File: src/verilog/supervisor_host_pkg.sv
// Purpose: Shared constants and types for the host that drives a window supervisor.
// Assumes: 25 MHz reference clock; all supervisor pins arrive synchronous to it.
// Notes:   Times are kept in their own units; cycle counts are derived from them.

package supervisor_host_pkg;

    // Reference clock rate in MHz.
    localparam int CLK_MHZ        = 25;

    // Time the supervisor spends classifying its delay pin, in microseconds.
    localparam int CLASSIFY_US    = 450;
    localparam int CLASSIFY_CYC   = CLASSIFY_US * CLK_MHZ;

    // Width of a manual reset pulse the host produces, in microseconds.
    localparam int MR_PULSE_US    = 1;
    localparam int MR_PULSE_CYC   = MR_PULSE_US * CLK_MHZ;

    // Time the delay pin is driven high to clear a latch, in microseconds.
    localparam int UNLATCH_US     = 10;
    localparam int UNLATCH_CYC    = UNLATCH_US * CLK_MHZ;

    // Longest wait for the release after unlatching, in microseconds.
    localparam int UNLATCH_RESP_US  = 2;
    localparam int UNLATCH_RESP_CYC = UNLATCH_RESP_US * CLK_MHZ;

    // Fixed release delays in microseconds, per variant.
    localparam int A_FLOAT_US     = 10000;
    localparam int A_PULLUP_US    = 200000;
    localparam int B_FLOAT_US     = 1000;
    localparam int B_PULLUP_US    = 20000;
    localparam int C_FLOAT_US     = 5000;
    localparam int C_PULLUP_US    = 100000;
    localparam int D_FIXED_US     = 50;

    // Capacitor delay lines in tenths of a microsecond: slope per nF and offset.
    localparam longint CAP_MIN_SLOPE  = 27427;
    localparam longint CAP_MIN_OFFSET = 3000;
    localparam longint CAP_MAX_SLOPE  = 34636;
    localparam longint CAP_MAX_OFFSET = 7000;
    localparam longint TENTHS_PER_US  = 10;

    // Default tolerance applied to the fixed delays, in percent.
    localparam int FIXED_TOL_PCT  = 20;

    // Counter width for all timing.
    localparam int CNT_W          = 32;

    // Supervisor variant.
    typedef enum {VAR_A, VAR_B, VAR_C, VAR_D} variant_t;

    // How the board connects the delay pin.
    typedef enum logic [1:0] {MODE_FLOAT, MODE_PULLUP, MODE_CAP, MODE_LATCH} delay_mode_t;

    // Release delay in cycles with the delay pin floating.
    function automatic int float_cyc(variant_t v);
        case (v)
            VAR_A:   return A_FLOAT_US * CLK_MHZ;
            VAR_B:   return B_FLOAT_US * CLK_MHZ;
            VAR_C:   return C_FLOAT_US * CLK_MHZ;
            default: return D_FIXED_US * CLK_MHZ;
        endcase
    endfunction

    // Release delay in cycles with the delay pin pulled up.
    function automatic int pullup_cyc(variant_t v);
        case (v)
            VAR_A:   return A_PULLUP_US * CLK_MHZ;
            VAR_B:   return B_PULLUP_US * CLK_MHZ;
            VAR_C:   return C_PULLUP_US * CLK_MHZ;
            default: return D_FIXED_US * CLK_MHZ;
        endcase
    endfunction

    // Shortest capacitor delay in cycles, rounded up.
    function automatic int cap_min_cyc(int cap_nf);
        longint t;
        t = CAP_MIN_SLOPE * cap_nf + CAP_MIN_OFFSET;
        return int'((t * CLK_MHZ + TENTHS_PER_US - 1) / TENTHS_PER_US);
    endfunction

    // Longest capacitor delay in cycles, rounded down.
    function automatic int cap_max_cyc(int cap_nf);
        longint t;
        t = CAP_MAX_SLOPE * cap_nf + CAP_MAX_OFFSET;
        return int'((t * CLK_MHZ) / TENTHS_PER_US);
    endfunction

endpackage
File: src/verilog/delay_meter.sv
// Purpose: Saturating cycle counter used to time reset release.
// Assumes: Clear has priority over run.
// Notes:   Holds its value when run is low.

`timescale 1ns/1ps
`default_nettype none

module delay_meter #(
    parameter int W = 32
) (
    // Clock and reset.
    input  wire logic         ref_clk,
    input  wire logic         reset,
    // Control.
    input  wire logic         clear,
    input  wire logic         run,
    // Elapsed cycles.
    output logic [W-1:0]      count
);

    // Count up while running, stopping at the top value.
    always_ff @(posedge ref_clk) begin
        if (reset || clear) begin
            count <= '0;
        end else if (run && (count != {W{1'b1}})) begin
            count <= count + 1'b1;
        end
    end

endmodule

`default_nettype wire

File: src/verilog/supervisor_host.sv
// Purpose: Host controller that drives a window supervisor's manual reset and delay pin.
// Assumes: Supervisor reset output and supply status are synchronous to ref_clk.
// Notes:   Times the release delay after a manual reset and clears latch mode.

`timescale 1ns/1ps
`default_nettype none

module supervisor_host
    import supervisor_host_pkg::*;
#(
    parameter variant_t VARIANT     = VAR_A,
    parameter int       CAP_NF      = 1,
    parameter int       TOL_PCT     = FIXED_TOL_PCT,
    parameter int       FLOAT_CYC   = float_cyc(VARIANT),
    parameter int       PULLUP_CYC  = pullup_cyc(VARIANT),
    parameter int       CAP_MIN_CYC = cap_min_cyc(CAP_NF),
    parameter int       CAP_MAX_CYC = cap_max_cyc(CAP_NF),
    parameter int       CLASS_CYC   = CLASSIFY_CYC
) (
    // Clock and reset.
    input  wire logic        ref_clk,
    input  wire logic        reset,
    // Board configuration of the delay pin.
    input  wire delay_mode_t delay_mode,
    // Supervisor status as seen by the host.
    input  wire logic        supply_ok,
    input  wire logic        dev_reset_n,
    // User requests, one-cycle pulses.
    input  wire logic        force_reset_req,
    input  wire logic        unlatch_req,
    // Manual reset pin toward the supervisor.
    output logic             manual_reset_in_n,
    // Delay pin: input, output and output enable.
    input  wire logic        delay_select_pin_in,
    output logic             delay_select_pin_out,
    output logic             delay_select_pin_oe,
    // Status toward the user.
    output logic             target_in_reset,
    output logic             latched,
    output logic             busy,
    output logic             done,
    output logic             req_ignored,
    output logic             delay_early,
    output logic             delay_late,
    output logic [CNT_W-1:0] measured_cyc
);

    // Host sequencing states.
    typedef enum {ST_IDLE, ST_MR_LOW, ST_MR_WAIT, ST_UNLATCH, ST_UNL_WAIT} state_t;

    // Tolerance window around the fixed delays.
    localparam int FLOAT_MIN  = (FLOAT_CYC * (100 - TOL_PCT) + 99) / 100;
    localparam int FLOAT_MAX  = (FLOAT_CYC * (100 + TOL_PCT)) / 100;
    localparam int PULLUP_MIN = (PULLUP_CYC * (100 - TOL_PCT) + 99) / 100;
    localparam int PULLUP_MAX = (PULLUP_CYC * (100 + TOL_PCT)) / 100;

    state_t           state_r;      // Current sequencing state.
    logic [CNT_W-1:0] elapsed;      // Cycles since the sequence left idle.
    logic             meter_clear;  // Restarts the meter.
    logic             meter_run;    // Lets the meter count.
    logic             dev_low;      // Reset seen low with a trustworthy supply.
    logic [CNT_W-1:0] exp_min;      // Shortest acceptable release delay.
    logic [CNT_W-1:0] exp_max;      // Longest acceptable release delay.
    logic             latch_mode;   // The board grounds the delay pin.

    // The reset value is meaningless until the supply is trusted.
    assign dev_low    = supply_ok && !dev_reset_n;
    assign latch_mode = (delay_mode == MODE_LATCH);

    // Select the expected release window from variant and pin strapping.
    always_comb begin
        exp_min = CNT_W'(FLOAT_MIN);
        exp_max = CNT_W'(FLOAT_MAX);
        if (delay_mode == MODE_PULLUP) begin
            exp_min = CNT_W'(PULLUP_MIN);
            exp_max = CNT_W'(PULLUP_MAX);
        end else if (delay_mode == MODE_CAP) begin
            if (VARIANT == VAR_D) begin
                // This variant has no capacitor option and keeps its fixed delay.
                exp_min = CNT_W'(FLOAT_MIN);
                exp_max = CNT_W'(FLOAT_MAX);
            end else begin
                exp_min = CNT_W'(CAP_MIN_CYC);
                exp_max = CNT_W'(CAP_MAX_CYC);
            end
        end
    end

    // The meter is held clear in idle and runs through a whole sequence.
    assign meter_clear = (state_r == ST_IDLE);
    assign meter_run   = (state_r != ST_IDLE);

    // Release-delay timer.
    delay_meter #(
        .W (CNT_W)
    ) delay_meter_i (
        .ref_clk (ref_clk),
        .reset   (reset),
        .clear   (meter_clear),
        .run     (meter_run),
        .count   (elapsed)
    );

    // Sequencing of manual reset and unlatch.
    always_ff @(posedge ref_clk) begin
        if (reset || !supply_ok) begin
            // Below trusted supply nothing the device says is acted on.
            state_r <= ST_IDLE;
        end else begin
            case (state_r)
                ST_IDLE: begin
                    if (unlatch_req && latched && latch_mode) begin
                        state_r <= ST_UNLATCH;
                    end else if (force_reset_req && !dev_low) begin
                        state_r <= ST_MR_LOW;
                    end
                end
                ST_MR_LOW: begin
                    if (elapsed >= CNT_W'(MR_PULSE_CYC - 1)) begin
                        state_r <= ST_MR_WAIT;
                    end
                end
                ST_MR_WAIT: begin
                    // Latch mode never releases; the latch is recorded instead.
                    if (!dev_low || latch_mode) begin
                        state_r <= ST_IDLE;
                    end else if (elapsed >= exp_max + CNT_W'(MR_PULSE_CYC)) begin
                        state_r <= ST_IDLE;
                    end
                end
                ST_UNLATCH: begin
                    if (!dev_low || elapsed >= CNT_W'(UNLATCH_CYC - 1)) begin
                        state_r <= ST_UNL_WAIT;
                    end
                end
                ST_UNL_WAIT: begin
                    if (!dev_low || elapsed >= CNT_W'(UNLATCH_CYC + UNLATCH_RESP_CYC)) begin
                        state_r <= ST_IDLE;
                    end
                end
                default: begin
                    state_r <= ST_IDLE;
                end
            endcase
        end
    end

    // Manual reset pin is low only during the pulse.
    always_ff @(posedge ref_clk) begin
        if (reset) begin
            manual_reset_in_n <= 1'b1;
        end else begin
            manual_reset_in_n <= !(state_r == ST_IDLE && force_reset_req && !dev_low
                                   && supply_ok && !(unlatch_req && latched && latch_mode))
                                 && !(state_r == ST_MR_LOW
                                      && elapsed < CNT_W'(MR_PULSE_CYC - 1));
        end
    end

    // Delay pin is driven high only to clear a latch, never in other modes.
    always_ff @(posedge ref_clk) begin
        if (reset) begin
            delay_select_pin_out <= 1'b0;
            delay_select_pin_oe  <= 1'b0;
        end else begin
            delay_select_pin_out <= 1'b1;
            delay_select_pin_oe  <= supply_ok && latch_mode
                                    && ((state_r == ST_IDLE && unlatch_req && latched)
                                        || (state_r == ST_UNLATCH && dev_low
                                            && elapsed < CNT_W'(UNLATCH_CYC - 1)));
        end
    end

    // Qualified reset and latch status.
    always_ff @(posedge ref_clk) begin
        if (reset) begin
            target_in_reset <= 1'b1;
            latched         <= 1'b0;
        end else begin
            target_in_reset <= !supply_ok || !dev_reset_n;
            if (!supply_ok || !latch_mode || !dev_low) begin
                latched <= 1'b0;
            end else begin
                // A low reset in latch mode is held until unlatched.
                latched <= 1'b1;
            end
        end
    end

    // Busy flag and refusal report.
    always_ff @(posedge ref_clk) begin
        if (reset) begin
            busy        <= 1'b0;
            req_ignored <= 1'b0;
        end else begin
            busy        <= (state_r != ST_IDLE);
            // A manual reset while reset is already low would be ignored by the device.
            req_ignored <= (state_r != ST_IDLE || dev_low || !supply_ok)
                           && force_reset_req;
        end
    end

    // Completion, measured delay and timing verdicts.
    always_ff @(posedge ref_clk) begin
        if (reset) begin
            done         <= 1'b0;
            delay_early  <= 1'b0;
            delay_late   <= 1'b0;
            measured_cyc <= '0;
        end else begin
            done <= 1'b0;
            if (supply_ok && state_r == ST_MR_WAIT && !latch_mode) begin
                if (!dev_low) begin
                    // Delay counted from the manual reset pin's return high.
                    done         <= 1'b1;
                    measured_cyc <= elapsed - CNT_W'(MR_PULSE_CYC);
                    delay_early  <= (elapsed - CNT_W'(MR_PULSE_CYC)) < exp_min;
                    delay_late   <= 1'b0;
                end else if (elapsed >= exp_max + CNT_W'(MR_PULSE_CYC)) begin
                    done         <= 1'b1;
                    measured_cyc <= elapsed - CNT_W'(MR_PULSE_CYC);
                    delay_early  <= 1'b0;
                    delay_late   <= 1'b1;
                end
            end else if (supply_ok && state_r == ST_MR_WAIT) begin
                done         <= 1'b1;
                measured_cyc <= '0;
                delay_early  <= 1'b0;
                delay_late   <= 1'b0;
            end else if (supply_ok && state_r == ST_UNL_WAIT) begin
                if (!dev_low
                    || elapsed >= CNT_W'(UNLATCH_CYC + UNLATCH_RESP_CYC)) begin
                    done         <= 1'b1;
                    measured_cyc <= elapsed;
                    delay_early  <= 1'b0;
                    delay_late   <= dev_low;
                end
            end
        end
    end

endmodule

`default_nettype wire

File: config.mk
export PLATFORM = sky130hd
export DESIGN_NAME = supervisor_host
export DESIGN_NICKNAME = d
export VERILOG_FILES = /design/src/verilog/supervisor_host_pkg.sv /design/src/verilog/delay_meter.sv /design/src/verilog/supervisor_host.sv
export SDC_FILE = /design/constraint.sdc
export NUM_CORES = 1
export LEC_CHECK = 0
export BUFFER_PORTS_ARGS = -buffer_cell sky130_fd_sc_hd__buf_2
export CAP_MARGIN = 30
export CORE_MARGIN = 2
export CORE_UTILIZATION = 65
export DETAILED_ROUTE_END_ITERATION = 16
export PLACE_DENSITY = 0.86
export SLEW_MARGIN = 25
export SYNTH_ARGS = -nofsm -noshare
export SYNTH_HDL_FRONTEND = slang
export SYNTH_HIERARCHICAL = 1
export SYNTH_SLANG_ARGS = --single-unit
File: constraint.sdc
create_clock -name ref_clk -period 9.35 [get_ports ref_clk]
set_clock_uncertainty 0.1 [all_clocks]
set_input_delay 0 -clock ref_clk [delete_from_list [all_inputs] [get_ports ref_clk]]
set_output_delay 0 -clock ref_clk [all_outputs]
set_load 0.05 [all_outputs]
# Word level (Yosys, flattened, before mapping)
# Cells that the tools add are included.
[word_totals] reg_bits=106 in_bits=9 elab_cells=125
[classes] addsub=3 magnitude_cmp=7 eq_ne=18 mux=38 n_reduce_logical=46
[op_table] operator="$mux W32" n=13
[op_table] operator="$pmux W32 S5" n=1
[op_table] operator="$eq A32 B2 Y1 const B" n=3
[op_table] operator="$eq A32 B3 Y1 const B" n=3
[op_table] operator="$logic_not A32 Y1" n=2
[op_table] operator="$add A32 B1 Y32 const B" n=1
[op_table] operator="$add A32 B5 Y32 const B" n=1
[op_table] operator="$eq A32 B1 Y1 const B" n=1
[op_table] operator="$eq A32 B4 Y1 const B" n=1
[op_table] operator="$ge A32 B32 Y1" n=1
[op_table] operator="$ge A32 B5 Y1 const B" n=1
[op_table] operator="$ge A32 B8 Y1 const B" n=1
[op_table] operator="$ge A32 B9 Y1 const B" n=1
[op_table] operator="$lt A32 B32 Y1" n=1
[op_table] operator="$lt A32 B5 Y1 const B" n=1
[op_table] operator="$lt A32 B8 Y1 const B" n=1
[op_table] operator="$ne A32 B32 Y1 const B" n=1
[op_table] operator="$reduce_bool A32 Y1" n=1
[op_table] operator="$sub A32 B5 Y32 const B" n=1
[op_table] operator="$mux W23" n=1
[op_table] operator="$mux W22" n=1
[op_table] operator="$logic_and A1 B1 Y1" n=21
[op_table] operator="$mux W1" n=20
[op_table] operator="$mux W19" n=1
[op_table] operator="other kinds (11)" n=32

# Longest topological paths before layout
[logic_depth] depth_word=8 mapped_depth=13 depth_no_buf=13

# Modules after synthesis
# The synthesis kept the hierarchy.
[by_module_without_submodules] mod="supervisor_host" instances=1 cells_per_inst=495 area_per_inst_um2=3926.3 seq_area_each_um2=900.9
[by_module_without_submodules] mod="delay_meter" instances=1 cells_per_inst=189 area_per_inst_um2=1681.6 seq_area_each_um2=640.6

# Worst setup path after synthesis
# Ideal clock, no wire load.
[synth_path] path_kind="flip-flop to flip-flop" from="register delay_meter_i.count[7]" to="register delay_early" setup_time_ns=0.087 arrival_ns=2.868 slack_ns=6.295 path_stages_with_launch=13 path_buffers=1 cell_sequence="dfxtp_1 -> clkbuf_1 -> nor4_2 -> o211ai_1 -> nor4b_1 -> xor2_1 -> ha_1 -> a211o_1 -> o2111ai_1 -> nand4_1 -> nor3_1 -> o311ai_1 -> o31ai_1"
[synth_between] elab_chain_len=4
[synth_rtl] item="start, declared" line_no="delay_meter.sv:18" rtl="output logic [W-1:0] count"
[synth_rtl] item="start signal, assigned" line_no="delay_meter.sv:26" rtl="count <= count + 1'b1;"
[synth_rtl] item="$sub A32 B5 Y32 or $ge A32 B9 Y1 (tied branches)" line_no="supervisor_host.sv:217, supervisor_host.sv:232"
[synth_rtl] item="$lt A32 B32 Y1 or $logic_or A1 B1 Y1 (tied branches)" line_no="supervisor_host.sv:217, supervisor_host.sv:232"
[synth_rtl] item="$mux W1 or $reduce_bool A3 Y1 (tied branches)"
[synth_rtl] item="$mux W1 or $reduce_and A3 Y1 (tied branches)"
[synth_rtl] item="end signal, assigned" line_no="supervisor_host.sv:217" rtl="delay_early <= (elapsed - CNT_W'(MR_PULSE_CYC)) < exp_min;"
[synth_rtl] item="end, declared" line_no="supervisor_host.sv:43" rtl="output logic delay_early,"
# Several ways; a longest one is shown, not always the timed one.
# A chain may end at the register's enable or synchronous reset.

# Worst setup path in the final report
[layout_path] from="register delay_meter_i.count[8]" to="register delay_early"
# Same word-level chain as after synthesis.

==> flow_summary.json <==
{
  "grt_use_met3": 0.0434,
  "port_buffers": 49,
  "rsz0062_at_grt": "no",
  "yosys.area_share.simple": 0.243,
  "yosysTopAreaCell": "dfxtp_1",
  "critical-path-max-stage-delay_ns": 0.61,
  "avgViaCountPerCell": 6.92,
  "cts_sinks": 77,
  "place_congestion": 0.955,
  "cts-root-buf": "clkbuf_8",
  "drc": 0,
  "grt-busiest-layer": "met2",
  "critPathKind": "reg -> reg",
  "core.rowCount": 33,
  "synthAdderAreaFrac": 0.0759,
  "wl_per_cell_um": 19.4,
  "crit_cells": 11,
  "fp.dieW_um": 96.9,
  "fill_cells": 658,
  "hpwl_mm": 11.1,
  "path_buf_inv": 0,
  "startpoint_type": "register",
  "period_minus_slack_ns": 3.66,
  "yosysMostFrequentCell": "a21oi_1",
  "worstPathMaxFanout": 14,
  "synth_warnings": 6,
  "hold_ws_ns": 0.0739,
  "insertion_delay_ns": 0.36,
  "met2_usage": 0.571,
  "regArea_sq_mm": 0.00154,
  "drtAntennaViolNets": 0,
  "synthMuxAreaShare": 0.00357,
  "post-place-cells": 798,
  "gr-total-overflow": 0,
  "grt_max_degree": 40,
  "final-instance-count-excl-fill": 821,
  "synth_commonest_cells": "a21oi_1, dfxtp_1, nor2_1, o21ai_0, ha_1",
  "initial_core_util": 0.676,
  "met1_usage": 0.417,
  "synth_top_family_by_area": "compound AO/OA/AOI/OAI gates",
  "syn_to_final_growth_pct": 9.17,
  "maxCapViolations": 0,
  "yosysUniqueCellTypes": 72,
  "die_h_um": 96.9,
  "syn_inst": 684,
  "firstDrtPassIters": 8,
  "setup_viol": 0,
  "max-vdd-ir-drop_mv": 0.0770,
  "antenna_cells": 0,
  "fp.coreArea_sq_mm": 0.00830,
  "vias": 5682,
  "critPathRequiredTime_ns": 9.53,
  "h-tree-depth": 3,
  "cpMaxStageDelayCell": "nor4b_1",
  "finalCritPeriodShare": 0.391,
  "hp-class": "in -> reg",
  "end_kind": "register",
  "crit_arrival_ns": 3.84,
  "synth_area_leaders": "dfxtp_1, a21oi_1, ha_1",
  "cts_tree": "built",
  "ys.flop_type": "dfxtp_1",
  "multiInputGateArea_sq_mm": 0.00375,
  "utilization": 0.738,
  "numCtsBuffers": 9,
  "antenna_found_initial": 0,
  "ys_ff_latch": 77,
  "synth_xor_area_frac": 0.0328,
  "layout.nets": 754,
  "report.final.slew_viol_count": 0,
  "avgSynthCellArea_sq_um": 8.20,
  "tns_ns": 0,
  "synth_compound_area_frac": 0.312,
  "first_global_vias": 5214,
  "drtIter0Drc": 458,
  "synth_area_sq_mm": 0.00561,
  "power_leakage_nw": 2.16,
  "synth_fp_nets": 727,
  "dieArea_sq_mm": 0.00939,
  "io_pins": 51,
  "grt_pass1_wl_mm": 26.0,
  "seq_area_frac_synth": 0.275,
  "maxSlewHeadroom": 0.359,
  "drive_gt1_frac": 0.194,
  "synth-async-reset-ratio": 0,
  "cp_cell_sequence": "nor4_2 > o211ai_1 > nor4b_1 > xor2_1 > ha_1 > a211o_1 > o2111ai_1 > nand4_1 > nor3_1 > o311ai_1 > o31ai_1",
  "drt-total-wl_mm": 15.9,
  "grt_usage": 0.333,
  "crit_family": "simple AND/OR/NAND/NOR gates",
  "power.density_mw_per_mm2": 112,
  "yosysTopAreaCellShare": 0.275,
  "cts_buffer_depth": 2,
  "hold_viol_final": 0,
  "reg_top3": "delay_meter_i/count x32, measured_cyc x32, state_r x3",
  "clk_pin_slew_ns": 0.09,
  "min_path_cells": 2,
  "worstMarginPinSlew_ns": 0.959,
  "r2r.worst_path.cells": 11,
  "status": "complete, no violations",
  "synth_edf_count": 0,
  "clock.fmax_mhz": 274
}
## stage by stage
step / instance area, sq um / total power [mW] / setup slack (ns)
floorplan: 5610 / 0.379 / 6.30
global placement: 5780 / 0.390 / 5.73
detailed placement: 5810 / 0.392 / 5.74
CTS: 6090 / 0.685 / 5.71
global route: 6120 / 0.708 / 5.42
finish: 6120 / 0.685 / 5.69
## cell usage in the layout (no fill, tap or decap), types with 5 or more instances in the layout
master,synthesis,routed
a211oi_2,26,26
a21o_1,7,7
a21oi_1,89,89
a21oi_2,8,8
a22oi_1,12,12
a311oi_2,5,5
and4_1,5,5
buf_2,4,49
clkbuf_8,0,9
dfxtp_1,77,77
dlygate4sd3_1,0,6
ha_1,34,34
inv_1,21,21
nand2_1,32,32
nand3_1,22,22
nand4_1,16,16
nor2_1,42,42
nor2b_1,5,5
nor3_1,28,28
nor4_1,15,15
o21ai_0,40,40
o21ai_1,8,8
o31ai_1,10,10
or3_1,27,27
or4_1,13,13
xnor2_1,11,11
xor2_1,10,10
## layer usage
layer | routed length, um | vias to the layer above
met5 | 0 | -
met4 | 464 | 0
met3 | 954 | 36
met2 | 8040 | 223
met1 | 6440 | 2755
li1 | - | 2668
## logic make-up after synthesis
family	count (synthesis)
and+or+nand+nor	242
buffers and inverters	66
muxes	2
xor gates and xnor gates	21
adders and majority gates	34
AOI/OAI and AO/OA	242
DFF	77
## final timing paths
path | start | end | slack, ns
worst max-delay path | delay_meter_i/count[8] | delay_early | 5.69
worst min-delay path | reset | busy | 0.07
worst max register to register | delay_meter_i/count[8] | delay_early | 5.69
worst min register to register | delay_late | delay_late | 0.41
## final cells by class
class,instances,area share
Clock buffer,9,0.0202
Clock inverter,7,0.0172
Inverter,21,0.0129
Multi-Input combinational cell,541,0.613
Sequential cell,77,0.252
Tap cell,105,0.0215
Timing Repair Buffer,61,0.0638
## power breakdown
part	internal [mW]	switching, mW
combinational	0.0170	0.0401
sequential	0.330	0.00164
clock	0.155	0.142
total	0.502	0.184
## timing repair
action / CTS / global route
resized for setup: 0 / 0
buffers inserted: 0 / 0
endpoints found under the hold margin: 8 / 0
hold buffers: 6 / 0
Note: power is estimated with default switching activity, not from simulation.
